==> src/core/fifo_bank_map.svh <==
// Constants for the single-clock FIFO bank: widths, indices, settle count
`ifndef FIFO_BANK_MAP_SVH
`define FIFO_BANK_MAP_SVH

`define DATA_W 18
`define OFS_W 12
`define CMP_W 14
`define OFS_EMPTY 1'b0
`define OFS_FULL 1'b1
`define CFG_SETTLE 2'h3
`define SETTLE_STEP 2'h1
`define STRAP_FL 2
`define STRAP_RXI 1
`define STRAP_WXI 0
`define PF_RESET 3'h3

`endif

==> src/core/fifo_bank_pkg.sv <==
// Types shared by the FIFO bank design
package fifo_bank_pkg;

   // Configuration caught from the strap pins after reset
   typedef struct packed
   {
      logic fall_through_mode;
      logic dbl;
      logic sync_pf;
   } mode_cfg_t;

   // Partial flag levels, all active low
   typedef struct packed
   {
      logic ae_n;
      logic af_n;
      logic hf_n;
   } part_flags_t;

endpackage

==> src/core/fifo_bank.sv <==
// FIFO bank: storage buffer, flag logic, offset registers and output register
`timescale 1ns/1ps
`include "fifo_bank_map.svh"

////////////////////////////////////////////////////////////////////////////////

module sync_store
#(
   parameter int W = 18,
   parameter int DEPTH = 256
)
(
   input wire logic clock,
   input wire logic rst_b,
   input wire logic in_valid,
   output logic in_ready,
   input wire logic [W-1:0] in_data,
   output logic out_valid,
   input wire logic out_ready,
   output logic [W-1:0] out_data,
   output logic [$clog2(DEPTH):0] level
);
   localparam int AW = $clog2(DEPTH);

   logic [W-1:0] mem [DEPTH];
   logic [AW-1:0] wptr_reg;
   logic [AW-1:0] wptr_next;
   logic [AW-1:0] rptr_reg;
   logic [AW-1:0] rptr_next;
   logic [AW:0] level_reg;
   logic [AW:0] level_next;
   logic push;
   logic pop;

   assign in_ready = (level_reg != (AW+1)'(DEPTH));
   assign out_valid = (level_reg != '0);
   assign out_data = mem[rptr_reg];
   assign level = level_reg;
   assign push = in_valid && in_ready;
   assign pop = out_ready && out_valid;

   always_comb
   begin
      // Power-of-two depth lets the pointers wrap on their own
      wptr_next = push ? wptr_reg + AW'(1) : wptr_reg;
      rptr_next = pop ? rptr_reg + AW'(1) : rptr_reg;
      level_next = level_reg + (AW+1)'(push) - (AW+1)'(pop);
   end

   always_ff @(posedge clock or negedge rst_b)
   begin
      if (!rst_b)
      begin
         wptr_reg <= '0;
         rptr_reg <= '0;
         level_reg <= '0;
      end
      else
      begin
         wptr_reg <= wptr_next;
         rptr_reg <= rptr_next;
         level_reg <= level_next;
      end
   end

   // Storage has no reset so it maps onto plain RAM
   always_ff @(posedge clock)
   begin
      if (push)
      begin
         mem[wptr_reg] <= in_data;
      end
   end
endmodule

////////////////////////////////////////////////////////////////////////////////

module fifo_bank
#(
   parameter int DEPTH = 256,
   parameter logic [11:0] EMPTY_DEFAULT = 12'h01f,
   parameter logic [11:0] FULL_DEFAULT = 12'h01f
)
(
   input wire logic clock,
   input wire logic rst_b,
   input wire logic first_load_sel,
   input wire logic read_chain_in,
   input wire logic write_chain_in,
   input wire logic [17:0] write_data,
   input wire logic write_en_n,
   input wire logic read_en_n,
   input wire logic output_en_n,
   input wire logic offset_load_n,
   output logic [17:0] read_data,
   output logic read_data_en,
   output logic full_flag_n,
   output logic empty_flag_n,
   output logic almost_empty_n,
   output logic almost_full_n,
   output logic half_full_n
);
   localparam int AW = $clog2(DEPTH);

   logic [2:0] strap_s1_reg;
   logic [2:0] strap_s2_reg;
   fifo_bank_pkg::mode_cfg_t cfg_reg;
   fifo_bank_pkg::mode_cfg_t cfg_next;
   logic [1:0] settle_reg;
   logic [1:0] settle_next;
   logic ne1_reg, ne1_next, ne2_reg, ne2_next;
   logic fu1_reg, fu1_next, fu2_reg, fu2_next;
   logic ov_reg, ov_next;
   logic [`DATA_W-1:0] out_reg;
   logic [`DATA_W-1:0] out_next;
   logic [`OFS_W-1:0] ofs_e_reg, ofs_e_next, ofs_f_reg, ofs_f_next;
   logic wsel_reg, wsel_next, rsel_reg, rsel_next;
   fifo_bank_pkg::part_flags_t pf_reg;
   fifo_bank_pkg::part_flags_t pf_next;
   fifo_bank_pkg::part_flags_t pf_raw;
   logic store_in_ready;
   logic mem_ne;
   logic [`DATA_W-1:0] store_data;
   logic [AW:0] level;
   logic full_shown, empty_shown_ne;
   logic push, std_pop, fw_pop, pop, readback, ofs_wr;
   logic [`CMP_W-1:0] words;
   logic [`CMP_W-1:0] cap;

   sync_store #(.W(`DATA_W), .DEPTH(DEPTH)) store
   (
      .clock(clock),
      .rst_b(rst_b),
      .in_valid(push),
      .in_ready(store_in_ready),
      .in_data(write_data),
      .out_valid(mem_ne),
      .out_ready(pop),
      .out_data(store_data),
      .level(level)
   );

   ////////////////////////////////////////////////////////////////////////////
   // Straps are static pins; synchronise before decoding

   always_ff @(posedge clock or negedge rst_b)
   begin
      if (!rst_b)
      begin
         strap_s1_reg <= 3'h0;
         strap_s2_reg <= 3'h0;
      end
      else
      begin
         strap_s1_reg <= {first_load_sel, read_chain_in, write_chain_in};
         strap_s2_reg <= strap_s1_reg;
      end
   end

   ////////////////////////////////////////////////////////////////////////////
   // Handshake terms

   assign full_shown = (cfg_reg.fall_through_mode || cfg_reg.dbl) ? fu2_reg : fu1_reg;
   assign empty_shown_ne = cfg_reg.dbl ? ne2_reg : ne1_reg;
   assign push = offset_load_n && !write_en_n && !full_shown;
   assign std_pop = !cfg_reg.fall_through_mode && offset_load_n && !read_en_n
      && empty_shown_ne && mem_ne;
   // Two stages on not-empty put the first word out on the third edge
   assign fw_pop = cfg_reg.fall_through_mode && mem_ne && ne2_reg
      && (!ov_reg || (offset_load_n && !read_en_n));
   assign pop = std_pop || fw_pop;
   assign readback = !offset_load_n && !read_en_n && !cfg_reg.fall_through_mode;
   assign ofs_wr = !offset_load_n && !write_en_n;
   assign words = `CMP_W'(level) + `CMP_W'(cfg_reg.fall_through_mode && ov_reg);
   assign cap = `CMP_W'(DEPTH) + `CMP_W'(cfg_reg.fall_through_mode);

   always_comb
   begin
      pf_raw.ae_n = !(words <= `CMP_W'(ofs_e_reg) + `CMP_W'(cfg_reg.fall_through_mode));
      pf_raw.af_n = !(words >= cap - `CMP_W'(ofs_f_reg));
      pf_raw.hf_n = !(words > `CMP_W'(DEPTH / 2) + `CMP_W'(cfg_reg.fall_through_mode));
   end

   ////////////////////////////////////////////////////////////////////////////
   // Core state

   always_comb
   begin
      cfg_next = cfg_reg;
      settle_next = settle_reg;
      if (settle_reg != `CFG_SETTLE)
      begin
         settle_next = settle_reg + `SETTLE_STEP;
         cfg_next.fall_through_mode = !strap_s2_reg[`STRAP_RXI] && strap_s2_reg[`STRAP_WXI];
         cfg_next.dbl = strap_s2_reg[`STRAP_RXI] && !strap_s2_reg[`STRAP_WXI];
         cfg_next.sync_pf = strap_s2_reg[`STRAP_FL]
            && !(strap_s2_reg[`STRAP_RXI] && strap_s2_reg[`STRAP_WXI]);
      end
      ne1_next = mem_ne;
      ne2_next = ne1_reg;
      fu1_next = !store_in_ready;
      fu2_next = fu1_reg;
      out_next = out_reg;
      ov_next = ov_reg;
      rsel_next = rsel_reg;
      if (pop)
      begin
         out_next = store_data;
      end
      else if (readback)
      begin
         out_next = {{(`DATA_W-`OFS_W){1'b0}},
            (rsel_reg == `OFS_FULL) ? ofs_f_reg : ofs_e_reg};
         rsel_next = !rsel_reg;
      end
      if (fw_pop)
      begin
         ov_next = 1'b1;
      end
      else if (cfg_reg.fall_through_mode && offset_load_n && !read_en_n)
      begin
         ov_next = 1'b0;
      end
      ofs_e_next = ofs_e_reg;
      ofs_f_next = ofs_f_reg;
      wsel_next = wsel_reg;
      if (ofs_wr)
      begin
         if (wsel_reg == `OFS_EMPTY)
         begin
            ofs_e_next = write_data[`OFS_W-1:0];
         end
         else
         begin
            ofs_f_next = write_data[`OFS_W-1:0];
         end
         wsel_next = !wsel_reg;
      end
      pf_next = pf_raw;
   end

   always_ff @(posedge clock or negedge rst_b)
   begin
      if (!rst_b)
      begin
         cfg_reg <= '0;
         settle_reg <= 2'h0;
         ne1_reg <= 1'b0;
         ne2_reg <= 1'b0;
         fu1_reg <= 1'b0;
         fu2_reg <= 1'b0;
         ov_reg <= 1'b0;
         out_reg <= '0;
         ofs_e_reg <= EMPTY_DEFAULT;
         ofs_f_reg <= FULL_DEFAULT;
         wsel_reg <= `OFS_EMPTY;
         rsel_reg <= `OFS_EMPTY;
         pf_reg <= `PF_RESET;
      end
      else
      begin
         cfg_reg <= cfg_next;
         settle_reg <= settle_next;
         ne1_reg <= ne1_next;
         ne2_reg <= ne2_next;
         fu1_reg <= fu1_next;
         fu2_reg <= fu2_next;
         ov_reg <= ov_next;
         out_reg <= out_next;
         ofs_e_reg <= ofs_e_next;
         ofs_f_reg <= ofs_f_next;
         wsel_reg <= wsel_next;
         rsel_reg <= rsel_next;
         pf_reg <= pf_next;
      end
   end

   ////////////////////////////////////////////////////////////////////////////
   // Outputs; async almost-empty and almost-full follow the count directly, half-full is always registered

   assign read_data = out_reg;
   assign read_data_en = !output_en_n;
   assign full_flag_n = cfg_reg.fall_through_mode ? fu2_reg : !full_shown;
   assign empty_flag_n = cfg_reg.fall_through_mode ? !ov_reg : empty_shown_ne;
   assign almost_empty_n = cfg_reg.sync_pf ? pf_reg.ae_n : pf_raw.ae_n;
   assign almost_full_n = cfg_reg.sync_pf ? pf_reg.af_n : pf_raw.af_n;
   assign half_full_n = pf_reg.hf_n;
endmodule

==> config.mk <==
export PLATFORM = sky130hd
export DESIGN_NAME = fifo_bank
export DESIGN_NICKNAME = d
export VERILOG_FILES = /design/src/core/fifo_bank_pkg.sv /design/src/core/fifo_bank.sv
export VERILOG_INCLUDE_DIRS = /design/src /design/src/core
export SDC_FILE = /design/constraint.sdc
export NUM_CORES = 2
export LEC_CHECK = 0
export BUFFER_PORTS_ARGS = -buffer_cell sky130_fd_sc_hd__clkbuf_2
export CAP_MARGIN = 20
export CELL_PAD_IN_SITES_DETAIL_PLACEMENT = 0
export CELL_PAD_IN_SITES_GLOBAL_PLACEMENT = 1
export CORE_UTILIZATION = 45
export DETAILED_ROUTE_END_ITERATION = 12
export HOLD_SLACK_MARGIN = 0.06
export PLACE_DENSITY_LB_ADDON = 0.08
export SETUP_SLACK_MARGIN = 0.5
export SLEW_MARGIN = 40
export SYNTH_ARGS = -nofsm -noshare
export SYNTH_HDL_FRONTEND = slang
export SYNTH_MEMORY_MAX_BITS = 65536
export SYNTH_SLANG_ARGS = --single-unit
==> constraint.sdc <==
create_clock -name clock -period 3.1 [get_ports clock]
set_input_delay 0.62 -clock clock [delete_from_list [all_inputs] [get_ports clock]]
set_output_delay 0.62 -clock clock [all_outputs]
set_load 0.01 [all_outputs]
== After elaboration in Yosys (flattened, before gate mapping) ==
Memory sizes are Yosys's and may differ from the RTL's.
Cells that the tools add are included.

* Memories: 1
* Memory bits (read-only): 0
* Input bits: 27
* RAM bits: 4608
* Output and inout port bits: 24
* Register bits: 88
* Word-level logic and storage cells: 100
* Latch bits: 0

* Bitwise operators: 2
* $lt $le $gt $ge: 3
* Divide/modulo/power cells: 0
* Shift-type cells: 0
* Reduce and logical (&&, ||, !) cells: 47
* Equality and inequality tests: 2
* Add/sub/neg operators: 10
* Mux-type cells: 13
* Multiply operators: 0

{| class="wikitable"
|+ Memory list
! memory !! depth !! width !! read ports !! clocked after memory_dff !! wr ports !! line !! RTL
|-
| store.mem || 256 || 18 || 1 || 0 || 1 || fifo_bank.sv:25 || <nowiki>logic [W-1:0] mem [DEPTH];</nowiki>
|}

{| class="wikitable"
|+ Operator list
! kind !! number
|-
| 2-to-1 mux 18 bit || 2
|-
| logical AND 1 bit || 22
|-
| adder 8 x 1 -> 8 bit (second input constant) || 2
|-
| zero test 1 bit || 16
|-
| greater-or-equal comparator 10 x 14 -> 1 bit || 1
|-
| adder 12 x 1 -> 13 bit || 1
|-
| less-or-equal comparator 10 x 13 -> 1 bit || 1
|-
| subtractor 10 x 12 -> 13 bit || 1
|-
| 2-to-1 mux 12 bit || 1
|-
| adder 9 x 1 -> 10 bit || 1
|-
| adder 9 x 1 -> 10 bit (first input constant) || 1
|-
| > comparator 10 x 9 -> 1 bit || 1
|-
| 2-to-1 mux 1 bit || 10
|-
| adder 8 x 1 -> 9 bit (first input constant) || 1
|-
| adder 9 x 1 -> 9 bit || 1
|-
| != test 9 bit (second input constant) || 1
|-
| nonzero test 9 bit || 1
|-
| subtractor 9 x 1 -> 9 bit || 1
|-
| AND reduction 2 bit || 3
|-
| nonzero test 2 bit || 2
|-
| logical OR 1 bit || 3
|-
| adder 2 x 1 -> 2 bit (second input constant) || 1
|-
| != test 2 bit (second input constant) || 1
|-
| inverter 1 bit || 2
|}

== Depth between registers and ports, before layout ==
* Depth after elaboration: 8
* Gate-level depth with buffers: 18

== Hierarchy ==
A second synthesis with hierarchy kept.

* Cells, all modules: 8469
* Area total of the unflattened synthesis: 181381.5 um^2

{| class="wikitable"
|+ Modules (own cells, without submodules)
! module !! seq. area each (um^2) !! cells each !! area each (um^2) !! times used
|-
| sync_store || 138998.3 || 8132 || 177816.8 || 1
|-
| fifo_bank || 1591.5 || 337 || 3564.7 || 1
|}

== Least setup slack after synthesis ==
OpenSTA, ideal clock, no wires.

* Path kind: input -> register
* From: in offset_load_n
* To: reg store.level_reg[8], in the netlist store.level[8]
* Path slack: -356 ps
* Cell stages on the path: 17
* Required time: 3020 ps
* Library setup time: 80 ps
* Arrival time: 3376 ps
* Path buffers: 0
* Path through: nor2b_1 > o21ai_0 > a21boi_0 > o21ai_1 > inv_1 > ha_1 > inv_1 > ha_1 > inv_1 > fa_1 > nand2b_1 > a21oi_1 > o21ai_0 > a21oi_1 > nor2_1 > o21ai_0 > xnor2_1

* Word-level cells in the longest chain between the ends: 7
* Elaborated cells between the ends (all ways): 14
* Classes of those cells: 2 x add/sub; 12 x reduce/logical

{| class="wikitable"
|+ RTL lines
! what !! line !! RTL
|-
| start: declaration || fifo_bank.sv:94 || <nowiki>input wire logic offset_load_n,</nowiki>
|-
| logical AND 1 bit (2 in a row) || fifo_bank.sv:166 || <nowiki>assign std_pop = !cfg_reg.fall_through_mode && offset_load_n && !read_en_n</nowiki>
|-
| logical AND 1 bit (2 in a row) || fifo_bank.sv:167 || <nowiki>&& empty_shown_ne && mem_ne;</nowiki>
|-
| logical OR 1 bit (*) || fifo_bank.sv:171 || <nowiki>assign pop = std_pop || fw_pop;</nowiki>
|-
| logical AND 1 bit (*) || fifo_bank.sv:40 || <nowiki>assign pop = out_ready && out_valid;</nowiki>
|-
| net store.pop || fifo_bank.sv:33 || <nowiki>logic pop;</nowiki>
|-
| subtractor 9 x 1 -> 9 bit (*) || fifo_bank.sv:47 || <nowiki>level_next = level_reg + (AW+1)'(push) - (AW+1)'(pop);</nowiki>
|-
| net store.level_next[8] || fifo_bank.sv:31 || <nowiki>logic [AW:0] level_next;</nowiki>
|-
| end signal: assignment || fifo_bank.sv:62 || <nowiki>level_reg <= level_next;</nowiki>
|-
| end: declaration || fifo_bank.sv:30 || <nowiki>logic [AW:0] level_reg;</nowiki>
|}

Mark *: on every way through the listed nets, which the timed path passes. The rest lies on a longest branch.
A chain may end at the register's enable or synchronous reset.

== Worst setup path in the final report ==
* From: reg cfg_reg[2] (netlist bit)
* To: out almost_full_n

* Word-level cells in the longest chain between the ends: 5
* Elaborated cells between the ends (all ways): 7
* Classes of those cells: 3 x add/sub; 1 x order compare; 1 x mux; 2 x reduce/logical

{| class="wikitable"
|+ RTL lines
! what !! line !! RTL
|-
| start: declaration || fifo_bank.sv:107 || <nowiki>fifo_bank_pkg::mode_cfg_t cfg_reg;</nowiki>
|-
| start signal: assignment || fifo_bank.sv:262 || <nowiki>cfg_reg <= cfg_next;</nowiki>
|-
| adder 9 x 1 -> 10 bit (no line) or logical AND 1 bit (tied branches) || - ||
|-
| subtractor 10 x 12 -> 13 bit or adder 9 x 1 -> 10 bit (tied branches) || - ||
|-
| greater-or-equal comparator 10 x 14 -> 1 bit (*) || fifo_bank.sv:180 || <nowiki>pf_raw.af_n = !(words >= cap - `CMP_W'(ofs_f_reg));</nowiki>
|-
| zero test 1 bit (*) || fifo_bank.sv:180 ||
|-
| 2-to-1 mux 1 bit (*) || fifo_bank.sv:286 || <nowiki>assign almost_full_n = cfg_reg.sync_pf ? pf_reg.af_n : pf_raw.af_n;</nowiki>
|-
| end: declaration || fifo_bank.sv:100 || <nowiki>output logic almost_full_n,</nowiki>
|}

Every way passes the cells marked *; elsewhere a longest branch is shown, timed or not.

==> metrics.md <==
| Metric | Value |
|---|---|
| WL per Instance | 35.9 um |
| RSZ-0062 raised after global routing | true |
| Synth top area share | between 70% and 80% |
| Post-Syn Area | 181000 um2 |
| RePlAce Congestion | 0.846 |
| # Max-Cap Violations | 0 |
| Area delta synth->final | 24.4% |
| Final critical-path required period | 4.25 ns |
| Largest family of logic cells by synthesized area | multiplexers |
| Clk buf depth | 4 |
| Worst hold endpoint | store.mem[79][9]$_DFFE_PP_ |
| Number of synthesized flops with an enable pin | 4608 |
| Nets@finish | 9948 |
| Vias | 94100 |
| Die Width | 635 um |
| Register area | approximately 140000 um2 |
| Grt ovf | 0 |
| Count leader, synth | edfxtp_1 |
| DIE HEIGHT | 635 um |
| Layout cells sized above 1 | 40.4% |
| Skew final | ~0.052 ns |
| Insertion delay to the later sink of the worst-skew pair | 1.02 ns |
| Fmax achieved | 0.235 GHz |
| Top reg by flops | store.mem |
| Post-synthesis mux area share | 15.5% |
| Async SR Flop Fraction | under 10% |
| Static Leak | just over 0.07 uW |
| Violated checks | setup timing |
| Non-Filler Instances | 15500 |
| Ys Warns | 0 |
| HP Start | write_data[9] |
| Largest net degree at the start of global routing | 90 |
| Dpl cells | ~14000 |
| Final ANT Viol Nets | 0 |
| Root Driver | clkbuf_16 |
| Worst Setup SP | cfg_reg[2]$_DFFE_PN0P_ |
| Synth Net Count | 8204 |
| CTS buffer count | just under 500 |
| Starting Density | 45.2% |
| Multi-input gate area | 40700 um2 |
| Mapped Cells | 8124 |
| FF+latch count, synth | 4696 |
| Sink Count | 4696 |
| Peak VDD IR | 564 uV |
| Commonest cells post-synth | edfxtp_1 (4608), mux4_2 (1117), nor2_1 (328) |
| Slew margin rel. | 36.7% |
| Final hold vios | 0 |
| Pre-CTS setup slack | -0.993 ns |
| DP Wirelength | 353 mm |
| Final setup margin | -1.15 ns |
| Global Route Usage Sum | 27.4% |
| Pre-antenna DRT Iters | 6 |
| Initial antenna violation count | 20 |
| Synth Area in XOR/XNOR | less than 1% |
| Power per cell area | 858 nW/um2 |
| # DRC | 0 |
| Worst slew pin tran | 0.943 ns |
| 1st-iter DRT viols | 11000 |
| CTS H-tree lvls | 5 |
| Synth unique cells | 67 |
| Crit end category | output port |
| Dominant synthesized flop cell | edfxtp_1 |
| Synth Area per Inst | 22.2 um2 |
| Fill cells | 29900 |
| R2r setup slk | -0.38 ns |
| CTS tree | yes |
| Final design utilization | a little under three fifths |
| Synth Area in Simple Gates | 1.59% |
| IO buf count | 50 |
| Reg2Reg Depth | 14 |
| Final Cycle Share | 137% |
| Adder-Cell Fraction of Synth Area | 0.372% |
| R2r startpoint | store.rptr_reg[0]$_DFFE_PN0P_ |
| Compound-Gate Fraction of Synth Area | between 2 and 3% |
| WL final | 559 mm |
| Main area contributors after synthesis | edfxtp_1 (77%), mux4_2 (14%), mux2i_1 (1.3%) |
| PnR Total Power | 193000 uW |
| Req. time, crit path | 2.48 ns |
| Hold Crit Class | in2reg |
| Global-route wire length before repair | 771 mm |
| Clock slew at reported path FFs | roughly 0.06 ns |
| Worst hold slack | 0.0975 ns |
| CP Launch Type | register |
| FF-to-FF End | read_data[9]$_DFFE_PN0P_ |
| Kind of critical path | reg2out |
| Vias in the first global route | ~95000 |
| Row cnt | 232 |
| Top-Level Pins | 51 |
| Die ar. | 404000 um2 |
| Outcome | finished, violations left |
| Vias per cell | between 6 and 7 |
| Leading area contributor after synthesis | edfxtp_1 |
| Core Area | 399000 um2 |
| Hold Crit Depth | 1 |
| # setup viols final | 470 |
| Crit path max fanout | 3 |
| Sequential element share of the synthesized area | about 78% |
| Largest register FFs | 4608 |
| Slew Limit Fails | 0 |
| Worst EP arrival | 3.63 ns |
-- critical path, stage by stage (launching register included) --
cell	delay (ns)
dfrtp_1	0.39
inv_4	0.06
ha_4	0.17
inv_4	0.06
ha_4	0.12
nand2_2	0.05
or3_4	0.40
nor3_4	0.13
xnor2_1	0.14
ha_1	0.26
a21o_1	0.20
a221oi_2	0.27
o21ai_2	0.11
a31oi_1	0.13
buf_2	0.15
-- logic make-up after synthesis --
logic type / count (synthesis)
buffers and inverters: 500
xor gates and xnor gates: 45
AOI/OAI and AO/OA: 794
muxes: 1391
and+or+nand+nor: 645
adders and majority gates: 53
DFF: 4696
-- layout by cell type, fill, tap and decap left out, drive strengths merged, types with 9 or more instances in the layout --
master,n
edfxtp,4608
buf,1665
mux4,1117
clkbuf,642
nor2,328
mux2i,241
clkinv,236
a22oi,171
o22ai,124
o21ai,121
a21oi,111
nand2,102
dfrtp,76
nand3,67
ha,52
nor3,52
a22o,51
o211ai,47
inv,44
bufinv,38
a211oi,37
a221oi,35
mux2,33
xnor2,31
nand4,17
nor2b,15
xor2,14
dlygate4sd3,14
dfstp,12
nand2b,12
clkinvlp,11
a31oi,11
or3,9
a21boi,9
a211o,9
o221ai,9
-- per-layer routing --
| layer | up-vias | track usage [%] | part of all wire (%) |
|---|---|---|---|
| met4 | 2 | 6.40 | 2.5 |
| met5 | - | 0 | 0.0034 |
| li1 | 38100 | - | - |
| met1 | 51900 | 39.8 | 42 |
| met2 | 3480 | 43.8 | 48 |
| met3 | 628 | 4.34 | 7.3 |
-- worst max-delay path by stage --
stage | slack, ns | cells past startpoint | end
after floorplan | -0.09 | 14 | almost_full_n
final | -1.15 | 14 | almost_full_n
after global routing | -1.34 | 14 | almost_empty_n
after detailed placement | -0.99 | 11 | read_data[17]$_DFFE_PN0P_
after global placement | -1.38 | 10 | read_data[11]$_DFFE_PN0P_
after CTS | -1.25 | 14 | almost_full_n
-- layout make-up --
cell class	instances	area share, %
Antenna cell	4	0.00446
Clock buffer	601	5.66
Clock inverter	295	1.10
Inverter	34	0.0591
Multi-Input combinational cell	2928	18.1
Sequential cell	4696	62.6
Tap cell	5265	2.93
Timing Repair Buffer	1726	9.51
-- through the flow --
step | setup TNS (ns) | cell area (um2)
after floorplan | -0.102 | 181000
after global placement | -13.28 | 202000
after detailed placement | -11.79 | 202000
after CTS | -15.25 | 223000
after global routing | -133.38 | 225000
final | -25.97 | 225000
-- power breakdown --
group	internal (uW)	total, uW	switching (uW)
registers	70400	71200	871
clock network	32000	56300	24300
logic	31000	65200	34200
-- timing repair --
| action | CTS | global route |
|---|---|---|
| hold buffers | 13 | 1 |
| gates resized for setup | 531 | 216 |
| gates cloned | 39 | 9 |
| hold endpoints to repair | 160 | 27 |
| pin swaps | 118 | 88 |
| setup endpoints to repair | 4637 | 4646 |
| buffers inserted | 168 | 91 |
No activity file was read; power rests on OpenSTA's default activity.
